===== config.mk =====
export PLATFORM = sky130hd
export DESIGN_NAME = opt_regs
export DESIGN_NICKNAME = d
export VERILOG_FILES = /design/src/include/opt_pkg.sv /design/src/verilog/opt_regs.sv
export SDC_FILE = /design/constraint.sdc
export NUM_CORES = 1
export LEC_CHECK = 0
export ABC_AREA = 1
export BUFFER_PORTS_ARGS = -buffer_cell sky130_fd_sc_hd__buf_2
export CAP_MARGIN = 40
export CORE_MARGIN = 10
export CORE_UTILIZATION = 34
export DETAILED_ROUTE_END_ITERATION = 10
export PLACE_DENSITY = 0.8
export SLEW_MARGIN = 20
export SYNTH_ARGS = -nofsm -noshare
export SYNTH_HDL_FRONTEND = slang
export SYNTH_SLANG_ARGS = --single-unit

===== constraint.sdc =====
create_clock -name clk_sys_i -period 1.89 [get_ports clk_sys_i]
set_clock_uncertainty 0.2 [all_clocks]
set_input_delay 0.0945 -clock clk_sys_i [delete_from_list [all_inputs] [get_ports clk_sys_i]]
set_output_delay 0.0945 -clock clk_sys_i [all_outputs]
set_load 0.1 [all_outputs]

===== src/include/opt_pkg.sv =====
package opt_pkg;
  localparam int          OPT_ADDR_W      = 8;
  localparam int          OPT_DATA_W      = 32;
  // register byte address: printed offset 0x0F is not a multiple of four
  localparam logic [7:0]  OPT_REG_IDX     = 8'h0F;
  localparam logic [7:0]  OPT_REG_ADDR    = 8'h3C;
  // status register of our own: variant strap readback and irq status
  localparam logic [7:0]  OPT_STAT_ADDR   = 8'h40;
  localparam int          OPT_WDOG_BIT    = 1;
  localparam int          OPT_SENS_BIT    = 0;
  localparam int          OPT_STAT_PEND   = 0;
  localparam int          OPT_STAT_PIN    = 1;
  localparam int          OPT_STAT_LOCK   = 2;
  localparam int          OPT_STAT_MASK   = 3;
  localparam logic [31:0] OPT_ZERO        = 32'h0000_0000;
  localparam logic        OPT_WDOG_RST    = 1'b0;
  localparam logic        OPT_SENS_RST    = 1'b0;
endpackage


===== src/verilog/opt_regs.sv =====
// Local design decision: register access over Wishbone.
module opt_regs
  import opt_pkg::*;
#(
  parameter logic MASK_VARIANT   = 1'b0,
  parameter logic MASK_WDOG_EN   = 1'b1,
  parameter logic MASK_HALT_EN   = 1'b1
)
(
  input  wire logic                  clk_sys_i,
  input  wire logic                  arst_n_i,
  input  wire logic                  wb_cyc_i,
  input  wire logic                  wb_stb_i,
  input  wire logic                  wb_we_i,
  input  wire logic [OPT_ADDR_W-1:0] wb_adr_i,
  input  wire logic [3:0]            wb_sel_i,
  input  wire logic [OPT_DATA_W-1:0] wb_dat_i,
  output logic      [OPT_DATA_W-1:0] wb_dat_o,
  output logic                       wb_ack_o,
  output logic                       wb_err_o,
  input  wire logic                  irq_n_i,
  input  wire logic                  irq_ack_i,
  output logic                       irq_req_o,
  output logic                       wdog_en_o,
  output logic                       halt_en_o
);

  typedef enum logic [1:0]
  {
    OPT_IDLE = 2'b01,
    OPT_RESP = 2'b10
  } opt_bus_e;

  opt_bus_e state;
  opt_bus_e next_state;
  logic     watchdog_disable_bit;
  logic     next_watchdog_disable_bit;
  logic     sens;
  logic     next_sens;
  logic     locked;
  logic     next_locked;
  logic     pend;
  logic     next_pend;
  logic     irq_q;
  logic     next_irq_q;
  logic [OPT_DATA_W-1:0] next_dat;
  logic     next_ack;
  logic     next_err;

  function automatic logic hit(input logic [OPT_ADDR_W-1:0] a);
    return (a == OPT_REG_ADDR) || (a == OPT_STAT_ADDR);
  endfunction

  logic req;
  logic wr_opt;
  logic fall;

  // ack drops the cycle after it was given, so one request gives one pulse
  assign req    = wb_cyc_i && wb_stb_i && (state == OPT_IDLE);
  assign wr_opt = req && wb_we_i && wb_sel_i[0] && (wb_adr_i == OPT_REG_ADDR);
  assign fall   = irq_q && !irq_n_i;

  always_comb
  begin
    next_state                = state;
    next_dat                  = OPT_ZERO;
    next_ack                  = 1'b0;
    next_err                  = 1'b0;
    next_watchdog_disable_bit = watchdog_disable_bit;
    next_sens                 = sens;
    next_locked               = locked;
    unique case (state)
      OPT_IDLE:
      begin
        if (req)
        begin
          next_state = OPT_RESP;
          next_ack   = hit(wb_adr_i);
          next_err   = !hit(wb_adr_i);
          if (wb_adr_i == OPT_REG_ADDR)
          begin
            next_dat[OPT_WDOG_BIT] = watchdog_disable_bit;
            next_dat[OPT_SENS_BIT] = sens;
          end
          else if (wb_adr_i == OPT_STAT_ADDR)
          begin
            next_dat[OPT_STAT_PEND] = pend;
            next_dat[OPT_STAT_PIN]  = irq_n_i;
            next_dat[OPT_STAT_LOCK] = locked;
            next_dat[OPT_STAT_MASK] = MASK_VARIANT;
          end
        end
      end
      OPT_RESP:
      begin
        next_state = OPT_IDLE;
      end
      default:
      begin
        next_state = OPT_IDLE;
      end
    endcase
    if (wr_opt)
    begin
      next_sens = wb_dat_i[OPT_SENS_BIT];
      // write-once: a stray later write can never turn the watchdog off
      if (!locked && !MASK_VARIANT)
      begin
        next_watchdog_disable_bit = wb_dat_i[OPT_WDOG_BIT];
        next_locked               = 1'b1;
      end
    end
  end

  always_comb
  begin
    next_irq_q = irq_n_i;
    next_pend  = pend;
    if (irq_ack_i)
    begin
      next_pend = 1'b0;
    end
    // edge set wins over the acknowledge in the same cycle
    if (fall)
    begin
      next_pend = 1'b1;
    end
  end

  always_ff @(posedge clk_sys_i or negedge arst_n_i)
  begin
    if (!arst_n_i)
    begin
      state                <= OPT_IDLE;
      wb_dat_o             <= OPT_ZERO;
      wb_ack_o             <= 1'b0;
      wb_err_o             <= 1'b0;
      watchdog_disable_bit <= OPT_WDOG_RST;
      sens                 <= OPT_SENS_RST;
      locked               <= 1'b0;
      pend                 <= 1'b0;
      irq_q                <= 1'b1;
    end
    else
    begin
      state                <= next_state;
      wb_dat_o             <= next_dat;
      wb_ack_o             <= next_ack;
      wb_err_o             <= next_err;
      watchdog_disable_bit <= next_watchdog_disable_bit;
      sens                 <= next_sens;
      locked               <= next_locked;
      pend                 <= next_pend;
      irq_q                <= next_irq_q;
    end
  end

  // level mode adds the live low level on top of the latched edge
  assign irq_req_o = pend || (sens && !irq_n_i);
  assign wdog_en_o = MASK_VARIANT ? MASK_WDOG_EN : !watchdog_disable_bit;
  // programmable variant has no halt disable at all
  assign halt_en_o = MASK_VARIANT ? MASK_HALT_EN : 1'b1;
endmodule


Yosys cells after proc, flatten, opt, wreduce, memory -nomap -nowiden:

Index checks and enable logic that the tools add are counted.

* register bits after elaboration: 13
* input bits: 51
* output and inout port bits: 37
* word-level logic and storage cells: 41

* equal/unequal tests: 4
* mux-type cells: 13
* bitwise logic cells: 1
* reductions and logical operators: 14

Operator list (count)
* 8-bit by 6-bit == test with 1-bit output (second input constant): 1
* 8-bit by 7-bit == test with 1-bit output (second input constant): 1
* 2-bit two-way mux: 4
* 4-bit two-way mux: 2
* 1-bit logical AND: 7
* 1-bit two-way mux: 6
* 1-bit zero test: 3
* 3-bit two-way mux: 1
* 2-bit by 1-bit == test with 1-bit output (second input constant): 1
* 1-bit logical OR: 2
* 2-bit != test (second input constant): 1
* 2-bit AND reduction: 1
* 2-bit nonzero test: 1
* 1-bit NOT: 1

Longest topological paths before layout:

Gate-level depths: netlist (run 1).

* word-level depth: 6
* mapped depth: 7
* gate-level depth less buffers: 7

Worst setup path after synthesis (run 1):

OpenSTA, ideal clock, no wires.

* kind: flip-flop to output port
* start: reg sens
* end: out irq_req_o
* arrival: 2.454 ns
* required time: 1.595 ns
* slack: -0.859 ns
* cell stages (with the launch flop): 3
* path buffers: 0
* cells stage by stage: dfrtp_1 inv_1 o21ai_0

* longest elaborated chain between the ends: 2

Ends and longest elaborated chain
* from (decl): line opt_regs.sv:38 `logic sens;`
* from (signal assigned): line opt_regs.sv:151 `sens <= next_sens;`
* 1-bit logical AND: line opt_regs.sv:159 `assign irq_req_o = pend || (sens && !irq_n_i);`
* 1-bit logical OR: line opt_regs.sv:159
* to (decl): line opt_regs.sv:23 `output logic irq_req_o,`

No other way between the ends.

Worst setup path after layout (run 1):

* start: in wb_adr_i[7]
* end: reg wb_dat_o[2]

* longest elaborated chain between the ends: 5
* elaborated cells on any way between the ends: 6

Ends and longest elaborated chain
* from (decl): line opt_regs.sv:15 `input wire logic [OPT_ADDR_W-1:0] wb_adr_i,`
* 8-bit by 7-bit == test with 1-bit output: line opt_regs.sv:85 `else if (wb_adr_i == OPT_STAT_ADDR)`
* 3-bit two-way mux: line opt_regs.sv:85
* 2-bit two-way mux (*): line opt_regs.sv:80 `if (wb_adr_i == OPT_REG_ADDR)`
* 4-bit two-way mux (*): line opt_regs.sv:75 `if (req)`
* 4-bit two-way mux (*): line opt_regs.sv:72 `unique case (state)`
* via next_dat[2]: line opt_regs.sv:46 `logic [OPT_DATA_W-1:0] next_dat;`
* to (signal assigned): line opt_regs.sv:147 `wb_dat_o <= next_dat;`
* to (decl): line opt_regs.sv:18 `output logic [OPT_DATA_W-1:0] wb_dat_o,`

The timed path passes the listed nets; every way through them passes the cells marked *.
A chain may end at the register's enable or synchronous reset.

==> results.md, run 1 <==
* Run status: finished clean
* Cell area after synthesis at ~800 µm²
* Routability congestion estimate from global placement at around 0.73
* Worst-path cell with the longest stage delay: sky130_fd_sc_hd__dlygate4sd3_1
* First-pass iteration count of the detailed router at 4
* CTS tree: done
* Cell repeated most along the worst path: sky130_fd_sc_hd__dlygate4sd3_1
* Die outline width at slightly below 70 µm
* Number of DRC violations after detailed-routing iteration 0 at 20
* Maximum clock frequency at about 570 MHz
* Mean cell area of the mapped netlist at roughly 7.6 µm²
* Row count at 17
* Arrival time of the worst setup path at around 1700 ps
* DRT met1 WL at 690 µm
* Area fraction of the dominant cell type after synthesis at a little under a third
* Clock latency on the worst-skew pair at 270 ps
* Depth of the worst register-to-register path at 6
* Number of instances in the synthesized netlist at around 110
* Maximum cell stage delay along the critical path at roughly 580 ps
* Worst setup path class: input pin to flip-flop
* Overflow left after global routing at 0
* Number of antenna violations at the first check in global routing at 0
* Clock Sinks at 12
* Post-detailed-route count of antenna-violating nets at 0
* Maximum level of the CTS H-tree at 1
* Fraction of power spent switching nets at 49.0%
* Share of post-route cells with drive strength above 1 at between 20 and 30%
* Part of the total power dissipated in combinational logic at a little over two fifths
* Leading cell type in the layout, fill and taps excluded: sky130_fd_sc_hd__conb_1
* Switching power at roughly 400 µW
* Met3 wire length at ~220 µm
* Cell type contributing the most total cell area after synthesis: sky130_fd_sc_hd__dfrtp_1
* Wire length of the first global-routing pass at about 2800 µm
* Clock-pin slew on the worst setup and hold paths at about 70 ps
* Worst Setup Start Kind: input pin
* Minimum period implied by the final worst setup slack at approximately 1700 ps
* End of the worst register-to-register path: watchdog_disable_bit
* Area grow syn2layout at 21.8%
* Number of vias per cell at between 3 and 4
* Nature of the critical path endpoint: flip-flop
* Most frequent cells in the layout: sky130_fd_sc_hd__conb_1, sky130_fd_sc_hd__buf_2, sky130_fd_sc_hd__nand2_1
* Ratio of total power to cell area at about 840 nW/µm²
* Initial Utilization at a little over a third
* Number of max-slew violations in the final report at 0
* Count of warnings emitted by yosys at 0
* Post-DP HPWL at 1510 µm
* Wirelength per Cell at ~10 µm
* Gr usage total at about 7.4%
* Nets@finish at around 190
* Final setup fails at 0
* Leakage power summed over all cells at slightly below 0.6 nW
* Count of cell types in the netlist at 16
* Power share of the clock group at between 20 and 25%
* Number of I/O port buffers at 24
* Sum of routed wire length over all layers at around 1800 µm
* Yosys reg bits at 12
* Seq/Total Area, Yosys at a little under two fifths
* Sequential fraction of design power at between 30% and 40%
* Critical path, cell by cell: dlygate4sd3_1 > buf_2 > nor2_1 > nand4_1 > dlygate4sd3_1 > nor3_1
* Crit Path Max Fanout at 3
* RSZ-0062 raised after global routing: false
* Required time of the critical path at roughly 1900 ps
* Maximum buffer depth of the clock tree at 2
* I/O pin count at 88
* Maximum number of pins on one net before global-route repair at 13
* Endpoints failing hold at 0
* Internal power at roughly 420 µW
* Highest metal layer with signal wires: met3
* Internal reg-to-reg setup slack at 510 ps
* Post-route setup TNS at 0 ps
* Post-route core utilization at between 40% and 50%
* Area of the core at 2230 µm²
* Launch instance of the worst register-to-register path: state[0]
* CTS Buf Count at 3
* CTS root buffer: sky130_fd_sc_hd__clkbuf_4
* Worst-case vdd ir drop at around 0.33 mV
* Cells taking the most area after synthesis: sky130_fd_sc_hd__dfrtp_1, sky130_fd_sc_hd__buf_4, sky130_fd_sc_hd__nand2_1
* Detailed-route via count at around 640
* Share of the clock period used by the worst path after layout at a little over 90%
* Antenna diode instance count at 0
* Total DRC errors in the routed layout at 0
* Die height at between 60 and 70 µm
* Number of global-route vias before repair at between 700 and 800
* Max-cap violations at 0
* Worst hold path type: input pin to async pin
* Length of routed met2 wiring at 860 µm
* DIE AREA at around 4700 µm²
## stage by stage
step | hold WS, ps | setup WS, ps | cell area [µm²] | std cells | power, mW
floorplan | -401 | 394 | 911 | 133 | 0.626
global placement | -222 | 510 | 841 | 155 | 0.608
detailed placement | -218 | 504 | 841 | 155 | 0.610
CTS | 27.7 | 80.7 | 967 | 168 | 0.823
global route | 48.9 | 63.7 | 977 | 169 | 0.854
finish | 20.7 | 150 | 977 | 169 | 0.820
## how the worst max path moves through the flow
stage,startpoint,slack (ps),endpoint,cells past startpoint
floorplan,watchdog_disable_bit,390,wb_dat_o[1],4
global placement,state[0],510,watchdog_disable_bit,7
detailed placement,state[0],500,watchdog_disable_bit,7
CTS,wb_stb_i,80,watchdog_disable_bit,10
global route,wb_adr_i[7],60,wb_dat_o[2],6
finish,wb_adr_i[7],150,wb_dat_o[2],6
## worst max-delay path: cells and delay by family
family,cells,cell delay [ps]
buf+inv,3,1250
simple gates,3,380
## state kept, by name, summed over array words and instances, names as in the netlist
name and flops:
wb_ack_o 1, irq_q 1, locked 1, state 2
wb_dat_o 3, pend 1, wb_err_o 1, watchdog_disable_bit 1
sens 1
## cells by family after synthesis
group,share of synthesized area (%)
DFF,37.8
and+or+nand+nor,24.0
AOI/OAI and AO/OA,2.50
other,0.936
buffers and inverters,34.8
## power groups by stage
stage / combinational, mW / sequential [mW] / clock (mW)
floorplan: 0.344 / 0.282 / 0
global placement: 0.337 / 0.272 / 0
detailed placement: 0.338 / 0.272 / 0
CTS: 0.352 / 0.267 / 0.205
global route: 0.370 / 0.268 / 0.217
finish: 0.355 / 0.267 / 0.198
## cells in the mapped netlist
| cell type | count |
|---|---|
| sky130_fd_sc_hd__buf_4 | 30 |
| sky130_fd_sc_hd__nand2_1 | 20 |
| sky130_fd_sc_hd__inv_1 | 13 |
| sky130_fd_sc_hd__nor2_1 | 11 |
| sky130_fd_sc_hd__dfrtp_1 | 10 |
| sky130_fd_sc_hd__o21ai_0 | 4 |
| sky130_fd_sc_hd__nand2_2 | 3 |
| sky130_fd_sc_hd__nand3_1 | 3 |
| sky130_fd_sc_hd__conb_1 | 2 |
| sky130_fd_sc_hd__dfstp_2 | 2 |
| sky130_fd_sc_hd__nor2_2 | 2 |
| sky130_fd_sc_hd__clkinv_2 | 1 |
| sky130_fd_sc_hd__nand3b_1 | 1 |
| sky130_fd_sc_hd__nand4_1 | 1 |
| sky130_fd_sc_hd__nor2_4 | 1 |
| sky130_fd_sc_hd__nor3_1 | 1 |
## layer usage
metal	track usage (%)	vias up
met5	0	-
met1	7.66	274
met2	12.8	37
li1	-	324
met3	3.06	0
met4	3.02	0
## timing repair
action,4_1_cts,5_1_grt
resized for setup,0,2
endpoints found under the hold margin,19,1
buffers inserted,0,1
endpoints found under the setup margin,0,6
hold buffers,9,1
## layout make-up
type                    instances  area, µm²
fillers                       234       1260
well taps                      28       35.0
clock buffers                   4       36.3
flip-flops and latches         12        303
inverters                      14       53.8
repair buffers                 34        218
multi-input cells              77        332
Power figures use the tool's default switching activity.
==> inputs of run 2 (changes only) <==
--- a/config.mk
+++ b/config.mk
@@ -9,9 +9,10 @@
 export BUFFER_PORTS_ARGS = -buffer_cell sky130_fd_sc_hd__buf_2
 export CAP_MARGIN = 40
 export CORE_MARGIN = 10
-export CORE_UTILIZATION = 34
+export CORE_UTILIZATION = 36
 export DETAILED_ROUTE_END_ITERATION = 10
-export PLACE_DENSITY = 0.8
+export MAX_ROUTING_LAYER = met4
+export PLACE_DENSITY = 0.84
 export SLEW_MARGIN = 20
 export SYNTH_ARGS = -nofsm -noshare
 export SYNTH_HDL_FRONTEND = slang
==> constraint.sdc (replaced) <==
create_clock -name clk_sys_i -period 2.1 [get_ports clk_sys_i]
set_clock_uncertainty 0.2 [all_clocks]
set_input_delay 0.105 -clock clk_sys_i [delete_from_list [all_inputs] [get_ports clk_sys_i]]
set_output_delay 0.105 -clock clk_sys_i [all_outputs]
set_load 0.1 [all_outputs]
==> results.md, run 2 (synthesis gave the netlist of run 1 again) <==
* Run status: finished clean (unchanged)
* Crit. Startpoint: wb_stb_i (was wb_adr_i[7])
* Routability congestion estimate from global placement at 0.737 (was 0.732)
* Switching power at 365 µW (was 401 µW)
* Area of the core at 2170 µm² (was 2230 µm²)
* Crit Path Max Fanout at 4 (was 3)
* Maximum clock frequency at 540 MHz
* Sequential cell area at 303 µm² (unchanged)
* Nets@finish at 192 (was 193)
* Gr usage total at 8.07% (was 7.36%)
* Worst-path cell with the longest stage delay: sky130_fd_sc_hd__dlygate4sd3_1 (unchanged)
* Total DRC errors in the routed layout at 0 (unchanged)
* Hold-fix buffers, CTS at 9 (unchanged)
* Maximum level of the CTS H-tree at 1 (unchanged)
* Internal power at 376 µW (was 419 µW)
* Nature of the critical path endpoint: flip-flop (unchanged)
* CTS tree: done (unchanged)
* Antenna diode instance count at 0 (unchanged)
* FILL cells at 227 (was 234)
* Overflow left after global routing at 0 (unchanged)
* Clock Sinks at 12 (unchanged)
* Maximum buffer depth of the clock tree at 2 (unchanged)
* Number of I/O port buffers at 24 (unchanged)
* Die outline width at 67.2 µm (was 68.6 µm)
* Sum of routed wire length over all layers at 1820 µm (was 1770 µm)
* Most frequent cells in the layout: sky130_fd_sc_hd__conb_1, sky130_fd_sc_hd__buf_2, sky130_fd_sc_hd__nand2_1 (unchanged)
* Post-DP HPWL at 1490 µm (was 1510 µm)
* Number of DRC violations after detailed-routing iteration 0 at 14 (was 20)
* Met2 Resource Use GR at 15.4% (was 12.8%)
* First-pass iteration count of the detailed router at 4 (unchanged)
* Post-route setup TNS at 0 ps (unchanged)
* Worst hold-check slack at 42.0 ps (was 20.7 ps)
* Maximum number of pins on one net before global-route repair at 13 (unchanged)
* Total Power at 741 µW (was 820 µW)
* Row count at 17 (unchanged)
* Leakage power summed over all cells at 0.575 nW (was 0.580 nW)
* Arrival time of the worst setup path at 1820 ps (was 1720 ps)
* Count of buffers added by post-CTS timing repair for setup at 0 (unchanged)
* Launch instance of the worst min-delay path: wb_we_i
* Depth of the worst register-to-register path at 7 (was 6)
* Number of max-slew violations in the final report at 0 (unchanged)
* Clock latency on the worst-skew pair at 270 ps (about the same)
* Wirelength per Cell at 10.8 µm (was 10.5 µm)
* Sequential fraction of design power at 32.4% (was 32.5%)
* Die height at 67.2 µm (was 68.6 µm)
* Worst-case vdd ir drop at 0.302 mV (was 0.331 mV)
* Largest Register: wb_dat_o (unchanged)
* Met1 Track Usage GR at 7.45% (was 7.66%)
* I/O pin count at 88 (unchanged)
* Required time of the critical path at 2070 ps (was 1870 ps)
* Worst hold path type: input pin to flip-flop (was input pin to async pin)
* Share of post-route cells with drive strength above 1 at 26.4% (was 29.1%)
* RSZ-0062 raised after global routing: false (unchanged)
* Critical path, cell by cell: dlygate4sd3_1 > buf_2 > nand2_1 > dlygate4sd3_1 > inv_1 > nand2_1 > nor2_1 > nand3_1 > nand2_1 > nand2_1 (was dlygate4sd3_1 > buf_2 > nor2_1 > nand4_1 > dlygate4sd3_1 > nor3_1)
* Top Registers: wb_dat_o x3, state x2 (unchanged)
* CTS Buf Count at 3 (unchanged)
* DIE AREA at 4520 µm² (was 4700 µm²)
* Area grow syn2layout at 20.1% (was 21.8%)
* Instance count along the most critical hold path at 6
* Largest register FFs at 3 (unchanged)
* Internal reg-to-reg setup slack at 660 ps (was 510 ps)
* Detailed-route via count at 627 (was 635)
* Part of the total power dissipated in combinational logic at 42.9% (was 43.3%)
* Area used by multi-input combinational logic at 325 µm² (was 332 µm²)
* Worst Hold Endpoint: watchdog_disable_bit
* Wire length of the first global-routing pass at 2800 µm (was 2750 µm)
* Fraction of power spent switching nets at 49.3% (was 49.0%)
* Maximum cell stage delay along the critical path at 550 ps (was 580 ps)
* Number of gates resized after CTS at 0 (unchanged)
* Number of global-route vias before repair at 668 (was 707)
* Endpoints failing hold at 0 (unchanged)
* End of the worst register-to-register path: watchdog_disable_bit (unchanged)
* Post-detailed-route count of antenna-violating nets at 0 (unchanged)
* Final setup fails at 0 (unchanged)
* Initial Utilization at 37.0% (was 35.9%)
* Launch instance of the worst register-to-register path: state[0] (unchanged)
* Worst setup path class: input pin to flip-flop (unchanged)
* Worst Setup Start Kind: input pin (unchanged)
* Ratio of total power to cell area at 769 nW/µm² (was 839 nW/µm²)
* Global-route met3 utilization at 2.15% (was 3.06%)
* Clock-pin slew on the worst setup and hold paths at 70 ps (about the same)
* Number of antenna violations at the first check in global routing at 0 (unchanged)
* Number of vias per cell at 3.73 (was 3.76)
* CTS root buffer: sky130_fd_sc_hd__clkbuf_4 (unchanged)
* Minimum period implied by the final worst setup slack at between 1500 and 2000 ps
* Max-cap violations at 0 (unchanged)
* Power share of the clock group at 24.6% (was 24.2%)
* Share of the clock period used by the worst path after layout at 88.2%
* Final worst-path setup slack at 249 ps (was 150 ps)
* Leading cell type in the layout, fill and taps excluded: sky130_fd_sc_hd__conb_1 (unchanged)
* Most congested layer reported by global routing: met2 (unchanged)
* Setup Slack @ Placement at 681 ps (was 504 ps)
* Cell repeated most along the worst path: sky130_fd_sc_hd__nand2_1 (was sky130_fd_sc_hd__dlygate4sd3_1)
-- run 2: power groups by stage --
stage	Clock (mW)	Sequential, mW	Combinational (mW)
floorplan	0	0.254	0.309
global placement	0	0.245	0.302
detailed placement	0	0.245	0.303
CTS	0.184	0.240	0.315
global route	0.198	0.241	0.330
finish	0.183	0.240	0.318
-- run 2: final cells by class --
type | count | share of cell area [%]
clock buffer | 4 | 3.77
inverter | 14 | 5.58
multi-input combinational | 77 | 33.8
sequential | 12 | 31.4
tap | 28 | 3.64
timing repair buffer | 33 | 21.8
-- run 2: per-layer routing --
layer	wire length (µm)	vias up	share of wire (%)
met1	650	274	36
met3	137	3	7.5
met5	0	-	0
met2	1010	29	56
li1	-	321	-
met4	19	0	1.0
-- run 2: worst max path at each step --
| stage | slack (ps) | to |
|---|---|---|
| global route | 150 | watchdog_disable_bit |
| CTS | 240 | watchdog_disable_bit |
| finish | 250 | watchdog_disable_bit |
| global placement | 720 | watchdog_disable_bit |
| floorplan | 100 | irq_req_o |
| detailed placement | 680 | watchdog_disable_bit |
-- run 2: stage by stage --
| step | cell area [µm²] | utilization, % | std cells |
|---|---|---|---|
| 2_1_floorplan | 907 | - | 133 |
| 3_3_place_gp | 837 | 38.6 | 155 |
| 3_5_place_dp | 837 | 38.6 | 155 |
| 4_1_cts | 963 | 44.4 | 168 |
| 5_1_grt | 963 | 44.4 | 168 |
| 6_report | 963 | 44.4 | 168 |
-- run 2: worst max-delay path: cells and delay by family --
family	cells	cell delay, ps
buffers and inverters	4	1250
and+or+nand+nor	6	470
==> inputs of run 3 (changes only) <==
--- a/config.mk
+++ b/config.mk
@@ -9,10 +9,10 @@
 export BUFFER_PORTS_ARGS = -buffer_cell sky130_fd_sc_hd__buf_2
 export CAP_MARGIN = 40
 export CORE_MARGIN = 10
-export CORE_UTILIZATION = 36
+export CORE_UTILIZATION = 34
 export DETAILED_ROUTE_END_ITERATION = 10
 export MAX_ROUTING_LAYER = met4
-export PLACE_DENSITY = 0.84
+export PLACE_DENSITY = 0.8
 export SLEW_MARGIN = 20
 export SYNTH_ARGS = -nofsm -noshare
 export SYNTH_HDL_FRONTEND = slang
==> constraint.sdc (replaced) <==
create_clock -name clk_sys_i -period 1.9 [get_ports clk_sys_i]
set_clock_uncertainty 0.2 [all_clocks]
set_input_delay 0.095 -clock clk_sys_i [delete_from_list [all_inputs] [get_ports clk_sys_i]]
set_output_delay 0.095 -clock clk_sys_i [all_outputs]
set_load 0.1 [all_outputs]
==> results.md, run 3 (synthesis gave the netlist of run 1 again) <==
* First-pass iteration count of the detailed router at 4 (unchanged)
* Number of I/O port buffers at 24 (unchanged)
* Total DRC errors in the routed layout at 0 (unchanged)
* Number of vias per cell at 3.77 (was 3.73)
* Ratio of total power to cell area at 845 nW/µm² (was 769 nW/µm²)
* Minimum period implied by the final worst setup slack at 1780 ps
* CTS Buf Count at 3 (unchanged)
* Worst-path cell with the longest stage delay: sky130_fd_sc_hd__dlygate4sd3_1 (unchanged)
* Critical Path End: wb_dat_o[2] (was watchdog_disable_bit)
* Endpoints failing hold at 0 (unchanged)
* Antenna diode instance count at 0 (unchanged)
* Maximum cell stage delay along the critical path at 590 ps (was 550 ps)
* Post-route core utilization at 43.4% (was 44.4%)
* Number of global-route vias before repair at 706 (was 668)
* Number of max-slew violations in the final report at 0 (unchanged)
* Clock latency on the worst-skew pair at 270 ps (about the same)
* Worst-case vdd ir drop at 0.332 mV (was 0.302 mV)
* Placed Instance Area at 841 µm² (was 837 µm²)
* Number of DRC violations after detailed-routing iteration 0 at 17 (was 14)
* DIE AREA at 4700 µm² (was 4520 µm²)
* Row count at 17 (unchanged)
* Sum of routed wire length over all layers at 1760 µm (was 1820 µm)
* Area of the core at 2230 µm² (was 2170 µm²)
* Gr usage total at 7.61% (was 8.07%)
* Nets@finish at 192 (unchanged)
* Worst setup path class: input pin to flip-flop (unchanged)
* Arrival time of the worst setup path at 1760 ps (was 1820 ps)
* Overflow left after global routing at 0 (unchanged)
* Post-DP HPWL at 1510 µm (was 1490 µm)
* Maximum clock frequency at approximately 560 MHz
* Share of the clock period used by the worst path after layout at between 90% and 100%
* Area grow syn2layout at 20.9% (was 20.1%)
* Share of post-route cells with drive strength above 1 at 28.6% (was 26.4%)
* Cell repeated most along the worst path: sky130_fd_sc_hd__dlygate4sd3_1 (was sky130_fd_sc_hd__nand2_1)
* Worst hold path type: input pin to async pin (was input pin to flip-flop)
* Leakage power summed over all cells at 0.576 nW (was 0.575 nW)
* Final worst-path setup slack at 120 ps (was 249 ps)
* CTS root buffer: sky130_fd_sc_hd__clkbuf_4 (unchanged)
* Largest Register: wb_dat_o (unchanged)
* Depth of the worst register-to-register path at 7 (unchanged)
* Launch instance of the worst register-to-register path: state[0] (unchanged)
* I/O pin count at 88 (unchanged)
* Max-cap violations at 0 (unchanged)
* CTS tree: done (unchanged)
* Total Power at 819 µW (was 741 µW)
* Nature of the critical path endpoint: flip-flop (unchanged)
* Maximum number of pins on one net before global-route repair at 13 (unchanged)
* End of the worst register-to-register path: watchdog_disable_bit (unchanged)
* Post-route setup TNS at 0 ps (unchanged)
* Final setup fails at 0 (unchanged)
* Wire length of the first global-routing pass at 2770 µm (was 2800 µm)
* Most frequent cells in the layout: sky130_fd_sc_hd__conb_1, sky130_fd_sc_hd__buf_2, sky130_fd_sc_hd__nand2_1 (unchanged)
* Setup Slack @ Placement at 514 ps (was 681 ps)
* Number of antenna violations at the first check in global routing at 0 (unchanged)
* Wirelength per Cell at 10.5 µm (was 10.8 µm)
* Die outline width at 68.6 µm (was 67.2 µm)
* Largest register FFs at 3 (unchanged)
* Run status: finished clean (unchanged)
* Crit. Startpoint: wb_adr_i[7] (was wb_stb_i)
* Initial Utilization at 35.9% (was 37.0%)
* Routability congestion estimate from global placement at 0.741 (was 0.737)
* Clock-pin slew on the worst setup and hold paths at 80 ps (was 70 ps)
* Maximum level of the CTS H-tree at 1 (unchanged)
* Clock Sinks at 12 (unchanged)
* Internal reg-to-reg setup slack at 520 ps (was 660 ps)
* Finished layout cell area at 970 µm² (was 963 µm²)
* Post-detailed-route count of antenna-violating nets at 0 (unchanged)
* Critical path, cell by cell: dlygate4sd3_1 > buf_2 > nor2_1 > nand4_1 > dlygate4sd3_1 > nor3_1 (was dlygate4sd3_1 > buf_2 > nand2_1 > dlygate4sd3_1 > inv_1 > nand2_1 > nor2_1 > nand3_1 > nand2_1 > nand2_1)
* Top Registers: wb_dat_o x3, state x2 (unchanged)
* Crit Path Max Fanout at 3 (was 4)
* Worst Setup Start Kind: input pin (unchanged)
* Leading cell type in the layout, fill and taps excluded: sky130_fd_sc_hd__conb_1 (unchanged)
* Required time of the critical path at 1880 ps (was 2070 ps)
* Detailed-route via count at 634 (was 627)
* Die height at 68.6 µm (was 67.2 µm)
* Maximum buffer depth of the clock tree at 2 (unchanged)
* RSZ-0062 raised after global routing: false (unchanged)
==> run 3: cell counts in the layout (fill, tap and decap cells not counted) <==
No cell type changed its count.
==> run 3: what timing repair did <==
action | in CTS | in global routing
hold buffers | 9 | 1
endpoints found under the hold margin | 19 | 1
buffers inserted | 0 | 0
setup endpoints to repair | 0 | 6
gates resized for setup | 0 | 2
==> run 3: metal layers <==
layer	track usage, %	up-vias	share of wire (%)
met5	-	-	0
met3	2.58	2	11
met1	8.04	273	41
li1	-	322	-
met4	3.02	0	0.51
met2	12.8	37	48
==> run 3: area by class of cell <==
| type | count | area (µm²) |
|---|---|---|
| fillers | 234 | 1260 |
| clock buffers | 4 | 36.3 |
| flip-flops and latches | 12 | 303 |
| inverters | 14 | 53.8 |
| well taps | 28 | 35.0 |
| multi-input cells | 77 | 332 |
| repair buffers | 33 | 210 |
==> run 3: worst min path at each step <==
stage	startpoint	end	slack (ps)	cells past startpoint
after floorplan	arst_n_i	locked	-400	0
after global placement	arst_n_i	wb_err_o	-220	1
after detailed placement	arst_n_i	wb_err_o	-220	1
after CTS	arst_n_i	wb_ack_o	30	2
after global routing	arst_n_i	wb_err_o	50	2
final	arst_n_i	wb_ack_o	10	2
==> run 3: report_power, final <==
| part | switching (mW) | leakage [nW] | internal [mW] |
|---|---|---|---|
| clock | 0.0847 | 0.0210 | 0.116 |
| sequential | 0.00158 | 0.147 | 0.264 |
| combinational | 0.317 | 0.408 | 0.0360 |
| total | 0.403 | 0.576 | 0.416 |
==> run 3: critical path, delay by kind of cell <==
kind / cells / cell delay, ps
buffers and inverters: 3 / 1260
AND/OR/NAND/NOR: 3 / 400
==> run 3: stage by stage <==
step | std cells | hold WS, ps
final | 168 | 13.2
after detailed placement | 155 | -218
after CTS | 168 | 28.2
after global placement | 155 | -221
after global routing | 168 | 49.4
after floorplan | 133 | -401
